<file path="src/rtl/cprs_pkg.sv">
// Purpose: Constants and types for the cpu processor register set
// Assumes: 100 MHz pclk, APB slave with 32-bit data
// Notes:   Functional notes below list the block's behaviour
// Functional notes
// RULE_01: Next-instruction address is 20 bits, advances by instruction length.
// RULE_02: Reset loads low 16 address bits from vector bytes 0 and 1, top cleared.
// RULE_03: Branch loads address from immediate operand or register contents.
// RULE_04: Flag word is 8 bits, updated by execution, resets to 06h.
// RULE_05: Flag word is pushed on interrupt or push, restored by returns or pop.
// RULE_06: Interrupt enable cleared by disable or acknowledge, set by enable instruction.
// RULE_07: Enable clear refuses all maskable requests; otherwise priority and masks decide.
// RULE_08: Zero flag set on zero or equal result, cleared otherwise.
// RULE_09: Two-bit bank field picks one of four banks, written by bank select.
// RULE_10: Half-carry set on carry or borrow at bit 3, cleared otherwise.
// RULE_11: In-service priority blocks requests of lower priority; enable still gates.
// RULE_12: Carry records add/sub overflow, rotate shift-out, bit accumulator.
// RULE_13: Stack pointer is 16 bits; only internal RAM is a valid stack.
// RULE_14: Stack pointer decrements before stack writes, increments after stack reads.
// RULE_15: Software loads the stack pointer before any stack use.
// RULE_16: General registers sit at FFEE0h..FFEFFh, four banks of eight bytes.
// RULE_17: Registers read as bytes or as four 16-bit pairs.
// RULE_18: Software never fetches from nor stacks in the general register range.
// RULE_19: Data segment extension resets to 0Fh, code segment extension to 00h.
// RULE_20: Plain data addresses reach F0000h..FFFFFh; prefix extends to full space.
// RULE_21: Access to F0400h..F04FFh stalls the cpu by inserted wait clocks.
// RULE_22: Software keeps the mirror-select bit cleared.
// RULE_23: With mirror-select zero, F0000h..FFFFFh reads map to 00000h..0FFFFh.
// RULE_24: Banks go top-down: bank 0 at FFEF8h, bank 3 at FFEE0h.
package cprs_pkg;

  // ----------------------------------------------------------------
  // APB register offsets (byte addresses)
  // ----------------------------------------------------------------
  localparam logic [11:0] OFS_NIA    = 12'h000;
  localparam logic [11:0] OFS_PFW    = 12'h004;
  localparam logic [11:0] OFS_STP    = 12'h008;
  localparam logic [11:0] OFS_SEGEXT = 12'h00c;
  localparam logic [11:0] OFS_PMODE  = 12'h010;
  localparam logic [11:0] OFS_STATUS = 12'h014;
  localparam logic [11:0] OFS_GPR    = 12'h100;
  localparam logic [11:0] GPR_MASK   = 12'hf80;

  // ----------------------------------------------------------------
  // Reset values and fixed addresses
  // ----------------------------------------------------------------
  localparam logic [7:0]  PFW_RST     = 8'h06;
  localparam logic [3:0]  DSEG_RST    = 4'hf;
  localparam logic [3:0]  CSEG_RST    = 4'h0;
  localparam logic [7:0]  PMODE_RST   = 8'h00;
  localparam logic [19:0] VEC_LO_ADDR = 20'h00000;
  localparam logic [19:0] VEC_HI_ADDR = 20'h00001;
  localparam logic [19:0] GPR_BASE    = 20'hffee0;
  localparam logic [19:0] XSFR_WLO    = 20'hf0400;
  localparam logic [19:0] XSFR_WHI    = 20'hf04ff;
  localparam logic [3:0]  NEAR_TOP    = 4'hf;
  localparam logic [15:0] RAM_LO      = 16'he900;
  localparam logic [15:0] RAM_HI      = 16'hfeff;
  localparam logic [3:0]  WAIT_CLKS   = 4'd2;

  // ----------------------------------------------------------------
  // Flag word bit positions
  // ----------------------------------------------------------------
  localparam int PFW_IE  = 7;
  localparam int PFW_Z   = 6;
  localparam int PFW_RB1 = 5;
  localparam int PFW_HC  = 4;
  localparam int PFW_RB0 = 3;
  localparam int PFW_IP1 = 2;
  localparam int PFW_IP0 = 1;
  localparam int PFW_CY  = 0;

  // Program counter action from the execution logic
  typedef enum logic [1:0] {
    CPRS_PC_HOLD,
    CPRS_PC_SEQ,
    CPRS_PC_BRANCH
  } cprs_pc_op_t;

  // Flag updates from execution; each valid bit enables its flag
  typedef struct packed {
    logic       z_vld;
    logic       z_res_zero;
    logic       hc_vld;
    logic       hc_val;
    logic       cy_vld;
    logic       cy_val;
    logic       ie_set;
    logic       ie_clr;
    logic       bank_vld;
    logic [1:0] bank_val;
    logic       pfw_load;
    logic [7:0] pfw_val;
  } cprs_flag_upd_t;

  // Stack request: push decrements first, pop increments after
  typedef struct packed {
    logic        push;
    logic        pop;
    logic        load;
    logic [15:0] load_val;
    logic [1:0]  nbytes;
  } cprs_stack_req_t;

endpackage : cprs_pkg

</file>
<file path="src/rtl/cprs_regset.sv">
// Purpose: Processor register set with APB access and core-side ports
// Assumes: Core drives its strobes synchronous to pclk
// Notes:   APB answers with zero wait states
//
// Our own choices: register access over APB and the register addresses.
`timescale 1ns/1ps
module cprs_regset (
  // Clock and reset
  input  wire logic                      pclk,
  input  wire logic                      presetn,
  // APB slave
  input  wire logic                      psel,
  input  wire logic                      penable,
  input  wire logic                      pwrite,
  input  wire logic [11:0]               paddr,
  input  wire logic [31:0]               pwdata,
  output logic      [31:0]               prdata,
  output logic                           pready,
  output logic                           pslverr,
  // Reset vector bytes and program counter control
  input  wire logic [7:0]                vec_lo_byte,
  input  wire logic [7:0]                vec_hi_byte,
  input  wire cprs_pkg::cprs_pc_op_t     pc_op,
  input  wire logic [2:0]                pc_inst_len,
  input  wire logic [19:0]               pc_target,
  // Flag and stack control
  input  wire cprs_pkg::cprs_flag_upd_t  flag_upd,
  input  wire cprs_pkg::cprs_stack_req_t stack_req,
  // Interrupt arbitration inputs
  input  wire logic                      irq_req,
  input  wire logic [1:0]                irq_prio,
  input  wire logic                      irq_ack,
  // General register access
  input  wire logic                      gpr_we,
  input  wire logic                      gpr_pair,
  input  wire logic [2:0]                gpr_idx,
  input  wire logic [15:0]               gpr_wdata,
  // Data address formation
  input  wire logic                      dacc_vld,
  input  wire logic                      dacc_seg_pfx,
  input  wire logic [15:0]               dacc_addr,
  // Outputs to the core
  output logic      [19:0]               next_instruction_address,
  output logic      [7:0]                processor_flag_word,
  output logic      [15:0]               stack_top_pointer,
  output logic      [15:0]               gpr_rdata,
  output logic      [19:0]               dacc_phys,
  output logic                           dacc_mirror,
  output logic                           cpu_stall,
  output logic                           irq_accept,
  output logic                           stack_range_err
);
  import cprs_pkg::*;

  // ----------------------------------------------------------------
  // State
  // ----------------------------------------------------------------
  logic [19:0] nia_ff,     nxt_nia;
  logic [7:0]  pfw_ff,     nxt_pfw;
  logic [15:0] stp_ff,     nxt_stp;
  logic [3:0]  dseg_ff,    nxt_dseg;
  logic [3:0]  cseg_ff,    nxt_cseg;
  logic [7:0]  pmode_ff,   nxt_pmode;
  logic [3:0]  wait_ff,    nxt_wait;
  logic        vec_ld_ff;
  logic [7:0]  gpr_mem [0:31];
  logic [31:0] prdata_ff;
  logic [15:0] gpr_rd_ff;
  logic [19:0] phys_ff;
  logic        mirror_ff, stall_ff, acc_ff, serr_ff, stp_err_ff, pready_ff;

  // ----------------------------------------------------------------
  // Bus decode
  // ----------------------------------------------------------------
  wire        apb_acc   = psel & penable;
  wire        apb_wr    = apb_acc & pwrite;
  wire        sel_nia   = paddr == OFS_NIA;
  wire        sel_pfw   = paddr == OFS_PFW;
  wire        sel_stp   = paddr == OFS_STP;
  wire        sel_seg   = paddr == OFS_SEGEXT;
  wire        sel_pmode = paddr == OFS_PMODE;
  wire        sel_stat  = paddr == OFS_STATUS;
  wire        sel_gpr   = (paddr & GPR_MASK) == OFS_GPR && paddr[1:0] == 2'b00;
  wire        hit       = sel_nia | sel_pfw | sel_stp | sel_seg | sel_pmode | sel_stat | sel_gpr;
  wire [4:0]  apb_gidx  = paddr[6:2];

  // Bank 0 sits at the top: byte slot = (3 - bank) * 8 + register
  wire [1:0]  bank      = {pfw_ff[PFW_RB1], pfw_ff[PFW_RB0]};      // RULE_09
  wire [4:0]  gbase     = {~bank, 3'b000};                        // RULE_24 RULE_16
  wire [4:0]  g_lo      = gbase | {2'b00, gpr_idx[2:1], 1'b0};
  wire [4:0]  g_sel     = gpr_pair ? g_lo : (gbase | {2'b00, gpr_idx});  // RULE_17

  // ----------------------------------------------------------------
  // Next-instruction address
  // ----------------------------------------------------------------
  always_comb begin
    nxt_nia = nia_ff;
    if (vec_ld_ff) begin
      nxt_nia = {4'h0, vec_hi_byte, vec_lo_byte};                 // RULE_02
    end else if (cpu_stall) begin
      nxt_nia = nia_ff;                                           // RULE_21
    end else if (pc_op == CPRS_PC_BRANCH) begin
      nxt_nia = pc_target;                                        // RULE_03
    end else if (pc_op == CPRS_PC_SEQ) begin
      nxt_nia = nia_ff + {17'd0, pc_inst_len};                    // RULE_01
    end else if (apb_wr && sel_nia) begin
      nxt_nia = pwdata[19:0];
    end
  end

  // ----------------------------------------------------------------
  // Flag word
  // ----------------------------------------------------------------
  always_comb begin
    nxt_pfw = pfw_ff;
    if (apb_wr && sel_pfw) begin
      nxt_pfw = pwdata[7:0];
    end
    if (flag_upd.pfw_load) begin
      nxt_pfw = flag_upd.pfw_val;                                 // RULE_05
    end
    if (flag_upd.z_vld) begin
      nxt_pfw[PFW_Z] = flag_upd.z_res_zero;                       // RULE_08
    end
    if (flag_upd.hc_vld) begin
      nxt_pfw[PFW_HC] = flag_upd.hc_val;                          // RULE_10
    end
    if (flag_upd.cy_vld) begin
      nxt_pfw[PFW_CY] = flag_upd.cy_val;                          // RULE_12
    end
    if (flag_upd.bank_vld) begin
      nxt_pfw[PFW_RB1] = flag_upd.bank_val[1];                    // RULE_09
      nxt_pfw[PFW_RB0] = flag_upd.bank_val[0];
    end
    if (flag_upd.ie_set) begin
      nxt_pfw[PFW_IE] = 1'b1;                                     // RULE_06
    end
    // Acknowledge wins over an enable in the same cycle
    if (flag_upd.ie_clr || irq_ack) begin
      nxt_pfw[PFW_IE] = 1'b0;                                     // RULE_06
    end
  end

  // Lower priority number means more urgent; level 3 is the lowest
  wire [1:0] isp = {pfw_ff[PFW_IP1], pfw_ff[PFW_IP0]};
  // Only a strictly lower priority is held off; equal level still passes
  wire       prio_ok = irq_prio <= isp;                           // RULE_11
  wire       accept  = irq_req & pfw_ff[PFW_IE] & prio_ok;        // RULE_07

  // ----------------------------------------------------------------
  // Stack pointer
  // ----------------------------------------------------------------
  always_comb begin
    nxt_stp = stp_ff;
    if (stack_req.load) begin
      nxt_stp = stack_req.load_val;
    end else if (stack_req.push) begin
      nxt_stp = stp_ff - {14'd0, stack_req.nbytes};               // RULE_14
    end else if (stack_req.pop) begin
      nxt_stp = stp_ff + {14'd0, stack_req.nbytes};               // RULE_14
    end else if (apb_wr && sel_stp) begin
      nxt_stp = pwdata[15:0];
    end
  end
  // Flags a stack outside internal RAM or inside the general registers
  // Judged on the next value so the flag can leave a flip-flop in step with the pointer
  wire nxt_stp_bad = nxt_stp < RAM_LO || nxt_stp > RAM_HI ||
                     {NEAR_TOP, nxt_stp} >= GPR_BASE;             // RULE_13 RULE_18

  // ----------------------------------------------------------------
  // Segment, mode and wait logic
  // ----------------------------------------------------------------
  assign nxt_dseg  = (apb_wr && sel_seg) ? pwdata[3:0] : dseg_ff;
  assign nxt_cseg  = (apb_wr && sel_seg) ? pwdata[11:8] : cseg_ff;
  // Mirror select stays writable and is acted on: pmode_ff[0] set holds dacc_mirror low
  assign nxt_pmode = (apb_wr && sel_pmode) ? pwdata[7:0] : pmode_ff;

  wire [19:0] phys = {dacc_seg_pfx ? dseg_ff : NEAR_TOP, dacc_addr};  // RULE_20
  wire        in_wait_win = dacc_vld && phys >= XSFR_WLO && phys <= XSFR_WHI;
  always_comb begin
    nxt_wait = wait_ff;
    if (wait_ff != 4'd0) begin
      nxt_wait = wait_ff - 4'd1;
    end else if (in_wait_win) begin
      nxt_wait = WAIT_CLKS;                                       // RULE_21
    end
  end

  // ----------------------------------------------------------------
  // Registers
  // ----------------------------------------------------------------
  always_ff @(posedge pclk or negedge presetn) begin
    if (!presetn) begin
      nia_ff    <= 20'h00000;
      pfw_ff    <= PFW_RST;                                       // RULE_04
      stp_ff    <= 16'h0000;
      dseg_ff   <= DSEG_RST;                                      // RULE_19
      cseg_ff   <= CSEG_RST;                                      // RULE_19
      pmode_ff  <= PMODE_RST;
      wait_ff   <= 4'd0;
      vec_ld_ff <= 1'b1;
    end else begin
      nia_ff    <= nxt_nia;
      pfw_ff    <= nxt_pfw;
      stp_ff    <= nxt_stp;
      dseg_ff   <= nxt_dseg;
      cseg_ff   <= nxt_cseg;
      pmode_ff  <= nxt_pmode;
      wait_ff   <= nxt_wait;
      vec_ld_ff <= 1'b0;
    end
  end

  // General registers: core port wins over an APB write to the same byte
  genvar gi;
  generate
    for (gi = 0; gi < 32; gi++) begin : g_gpr
      wire core_lo = gpr_we && g_sel == 5'(gi);
      wire core_hi = gpr_we && gpr_pair && (g_lo | 5'd1) == 5'(gi);
      wire bus_wr  = apb_wr && sel_gpr && apb_gidx == 5'(gi);
      always_ff @(posedge pclk or negedge presetn) begin
        if (!presetn) begin
          gpr_mem[gi] <= 8'h00;
        end else if (core_lo) begin
          gpr_mem[gi] <= gpr_wdata[7:0];                          // RULE_17
        end else if (core_hi) begin
          gpr_mem[gi] <= gpr_wdata[15:8];                         // RULE_17
        end else if (bus_wr) begin
          gpr_mem[gi] <= pwdata[7:0];                             // RULE_16
        end
      end
    end
  endgenerate

  // ----------------------------------------------------------------
  // Read mux and registered outputs
  // ----------------------------------------------------------------
  wire [31:0] status_word = {24'd0, wait_ff, 1'b0, dacc_mirror, accept, stp_err_ff};
  wire [31:0] rd_mux =
    sel_nia   ? {12'd0, nia_ff} :
    sel_pfw   ? {24'd0, pfw_ff} :
    sel_stp   ? {16'd0, stp_ff} :
    sel_seg   ? {20'd0, cseg_ff, 4'd0, dseg_ff} :
    sel_pmode ? {24'd0, pmode_ff} :
    sel_stat  ? status_word :
    sel_gpr   ? {24'd0, gpr_mem[apb_gidx]} : 32'h0;
  wire [15:0] gpr_rd = gpr_pair ? {gpr_mem[g_lo | 5'd1], gpr_mem[g_lo]}
                                : {8'h00, gpr_mem[g_sel]};        // RULE_17

  always_ff @(posedge pclk or negedge presetn) begin
    if (!presetn) begin
      prdata_ff <= 32'h0;
      serr_ff   <= 1'b0;
      gpr_rd_ff <= 16'h0;
      phys_ff   <= 20'h0;
      mirror_ff <= 1'b0;
      stall_ff  <= 1'b0;
      acc_ff    <= 1'b0;
      stp_err_ff <= 1'b1;
      pready_ff <= 1'b0;
    end else begin
      prdata_ff <= (psel && !penable && !pwrite) ? rd_mux : prdata_ff;
      serr_ff   <= psel && !penable && !hit;
      gpr_rd_ff <= gpr_rd;
      phys_ff   <= phys;
      mirror_ff <= dacc_vld && phys[19:16] == NEAR_TOP && !pmode_ff[0];  // RULE_23
      // Entry cycle plus every counted wait clock
      stall_ff  <= in_wait_win || wait_ff != 4'd0;                // RULE_21
      acc_ff    <= accept;
      stp_err_ff <= nxt_stp_bad;                                  // RULE_13
      pready_ff <= 1'b1;
    end
  end

  assign prdata                   = prdata_ff;
  assign pready                   = pready_ff;
  assign pslverr                  = serr_ff;
  assign next_instruction_address = nia_ff;
  assign processor_flag_word      = pfw_ff;
  assign stack_top_pointer        = stp_ff;
  assign gpr_rdata                = gpr_rd_ff;
  assign dacc_phys                = phys_ff;
  assign dacc_mirror              = mirror_ff;
  assign cpu_stall                = stall_ff;
  assign irq_accept               = acc_ff;
  assign stack_range_err          = stp_err_ff;
endmodule : cprs_regset

</file>
<file path="config.mk">
export PLATFORM = sky130hd
export DESIGN_NAME = cprs_regset
export DESIGN_NICKNAME = d
export VERILOG_FILES = /design/src/rtl/cprs_pkg.sv /design/src/rtl/cprs_regset.sv
export SDC_FILE = /design/constraint.sdc
export NUM_CORES = 1
export LEC_CHECK = 0
export ABC_AREA = 1
export BUFFER_PORTS_ARGS = -buffer_cell sky130_fd_sc_hd__buf_4
export CELL_PAD_IN_SITES_DETAIL_PLACEMENT = 1
export CELL_PAD_IN_SITES_GLOBAL_PLACEMENT = 1
export CORE_MARGIN = 3
export CORE_UTILIZATION = 47
export DETAILED_ROUTE_END_ITERATION = 10
export PLACE_DENSITY = 0.84
export SETUP_SLACK_MARGIN = 0.4
export SKIP_CTS_REPAIR_TIMING = 1
export SLEW_MARGIN = 20
export SYNTH_ARGS = -nofsm -noshare
export SYNTH_HDL_FRONTEND = slang
export SYNTH_SLANG_ARGS = --single-unit
</file>
<file path="constraint.sdc">
create_clock -name pclk -period 4.9 [get_ports pclk]
set_input_delay 0.49 -clock pclk [delete_from_list [all_inputs] [get_ports pclk]]
set_output_delay 0.49 -clock pclk [all_outputs]
set_load 0.01 [all_outputs]
</file>
==> flow_summary.json <==
{
  "fmax_mhz": 300,
  "synth_top_family_by_area": "compound AO/OA/AOI/OAI gates",
  "core.rowCount": 85,
  "power.leakage_nw": 13.6,
  "netlist_top_cells_area": "dfrtp_1 (36%), nand2_1 (11%), o21ai_0 (9.1%)",
  "synth_fa_ha_area_frac": 0.00768,
  "dp_hpwl_mm": 104,
  "power.density_nw_per_um2": 419,
  "r2r_cells": 8,
  "muxShareOfSynthArea": 0,
  "final_util": 0.553,
  "grt_pass1_vias": 32100,
  "post-place-ws_ns": 1.52,
  "hp-class": "input port to flop",
  "ant_nets": 0,
  "cts_tree": "done",
  "routabilityCongestion": 1.11,
  "drtPass1Iterations": 7,
  "synth-seq-cells": 383,
  "finalCriticalPeriod_ns": 3.34,
  "fin_skew_ns": 0.0295,
  "setup_viol": 0,
  "avgSynthCellArea_um2": 7.15,
  "cts_root_buf": "clkbuf_16",
  "worst_pin_slew_ns": 1.24,
  "fp.dieArea_um2": 57600,
  "outcome": "finished, final reports clean",
  "port_buffers": 267,
  "cap_violations": 0,
  "antenna_found_initial": 15,
  "setup_slack_ns": 1.56,
  "core_um2": 54000,
  "worstPathMaxFanout": 16,
  "async_reset_ff_frac": 1.00,
  "viasPerCell": 7.16,
  "cts_buffer_depth": 3,
  "netlist_area_um2": 25700,
  "slew_violations": 0,
  "synth_ff_type": "dfrtp_1",
  "crit_arrival_ns": 3.79,
  "synth_top_area_share": 0.365,
  "yosysWarnings": 0,
  "die_h_um": 240,
  "synth-simple-area-share": 0.220,
  "grt_overflow": 0,
  "setup_tns_ns": 0,
  "cts_made_buffers": 46,
  "io_pins": 292,
  "ir_drop_mv": 0.325,
  "area_growth_pct": 16.1,
  "drt-total-wl_mm": 155,
  "critPathLaunchType": "flop",
  "route.vias.total": 32200,
  "critical_path_class": "flop to flop",
  "dp_cells": 4382,
  "r2r_start": "processor_flag_word[5]$_DFFE_PN0P_",
  "track_usage": 0.523,
  "min_delay_path_depth": 2,
  "drtIter0Drc": 4742,
  "slew-limit-headroom": 0.174,
  "synth_cell_types": 59,
  "fin_cells": 4490,
  "synthTopCellsByCount": "nand2_1 (782), o21ai_0 (469), dfrtp_1 (375)",
  "critPathCaptureType": "flop",
  "clock_latency_ns": 0.63,
  "start_util": 0.476,
  "grt_pass1_wl_mm": 219,
  "nFillCells": 6822,
  "cts_sinks": 383,
  "fin_crit_sh": 0.681,
  "hold_viol": 0,
  "post-route-drc-count": 0,
  "cts_max_level": 2,
  "dieWidth_um": 240,
  "cp-startpoint": "processor_flag_word[5]$_DFFE_PN0P_",
  "drive_gt1_frac": 0.141,
  "post-synth-top-count-cell": "nand2_1",
  "synth_edf_count": 0,
  "synth_cells": 3598,
  "hp-start": "flag_upd[12]",
  "synth-compound-area-share": 0.293,
  "yosysSeqAreaShare": 0.373,
  "synth_xor_xnor_area_share": 0.00272,
  "worstPathRequired_ns": 5.35,
  "wl_per_cell_um": 34.5,
  "nNetsFinal": 3939,
  "rsz0062_at_grt": "no",
  "synth_largest_area_cell": "dfrtp_1",
  "grt_max_degree": 118,
  "cts.clk_slew.worst_paths_ns": 0.06
}
==> worst paths after layout <==
path,slack (ns),endpoint
setup reg to reg,1.56,gpr_mem[61]$_DFFE_PN0P_
max in group asynchronous,3.21,gpr_mem[127]$_DFFE_PN0P_
setup / recovery,1.56,gpr_mem[61]$_DFFE_PN0P_
hold / removal,0.03,processor_flag_word[7]$_DFFE_PN0P_
hold reg to reg,0.49,prdata[16]$_DFFE_PN0P_
min in group asynchronous,0.48,gpr_mem[139]$_DFFE_PN0P_
==> layer usage <==
metal	wire [µm]	global-route usage	up-vias
met3	22300	0.227	1036
met5	100	0	-
met1	50900	0.596	15600
li1	-	-	12800
met4	17600	0.445	14
met2	63900	0.755	2666
==> logic make-up (layout without fill, tap and decap cells) <==
| family | Yosys count | after routing |
|---|---|---|
| AOI/OAI and AO/OA | 1199 | 1199 |
| xor gates and xnor gates | 8 | 8 |
| adders and majority gates | 14 | 14 |
| buffers and inverters | 652 | 830 |
| DFF | 383 | 383 |
| other | 2 | 20 |
| and+or+nand+nor | 1340 | 1340 |
==> power breakdown <==
part | switching [mW] | internal, mW
Clock | 1.58 | 2.36
Sequential | 0.833 | 3.97
Combinational | 2.64 | 1.14
==> cell type report <==
class                      instances  area [µm²]  area share
multi-input combinational       2575       13500       0.453
timing repair buffer             336        2610      0.0874
tap                              696         871      0.0292
antenna                            6        15.0    0.000503
clock inverter                    27         393      0.0132
inverter                         409        1540      0.0515
clock buffer                      58        1300      0.0435
sequential                       383        9590       0.321
==> sequential cells by signal, summed over array words and instances (netlist names), 8 cells and up <==
| name | flops |
|---|---|
| pmode_ff | 8 |
| processor_flag_word | 8 |
| prdata | 20 |
| gpr_mem | 256 |
| gpr_rdata | 16 |
| next_instruction_address | 20 |
| stack_top_pointer | 16 |
| dacc_phys | 20 |
==> layout by cell type, fill, tap and decap left out, drive strengths merged, types with 66 or more instances in the layout <==
master / count
o22ai: 123
inv: 406
buf: 319
a21oi: 138
o211ai: 66
nand3: 127
o221ai: 193
o21ai: 503
a22oi: 99
dfrtp: 375
nor2: 331
nand2: 793
==> critical path: stages, from the launching register on <==
cell and delay (ns):
dfrtp_1 0.43, buf_4 0.27, inv_2 0.09, nand2_1 0.56
buf_4 0.47, nor2_1 0.58, inv_1 0.45, nand2_1 0.17
o221ai_1 0.14
==> metrics by stage <==
step | power (mW) | cell area (µm²) | hold WS [ns]
2_1_floorplan | 6.37 | 25800 | 0.194
3_3_place_gp | 8.00 | 28000 | 0.466
3_5_place_dp | 8.21 | 28000 | 0.474
4_1_cts | 12.1 | 29700 | -0.0874
5_1_grt | 12.8 | 29800 | 0.0347
6_report | 12.5 | 29900 | 0.0263
Power figures use the tool's default switching activity.
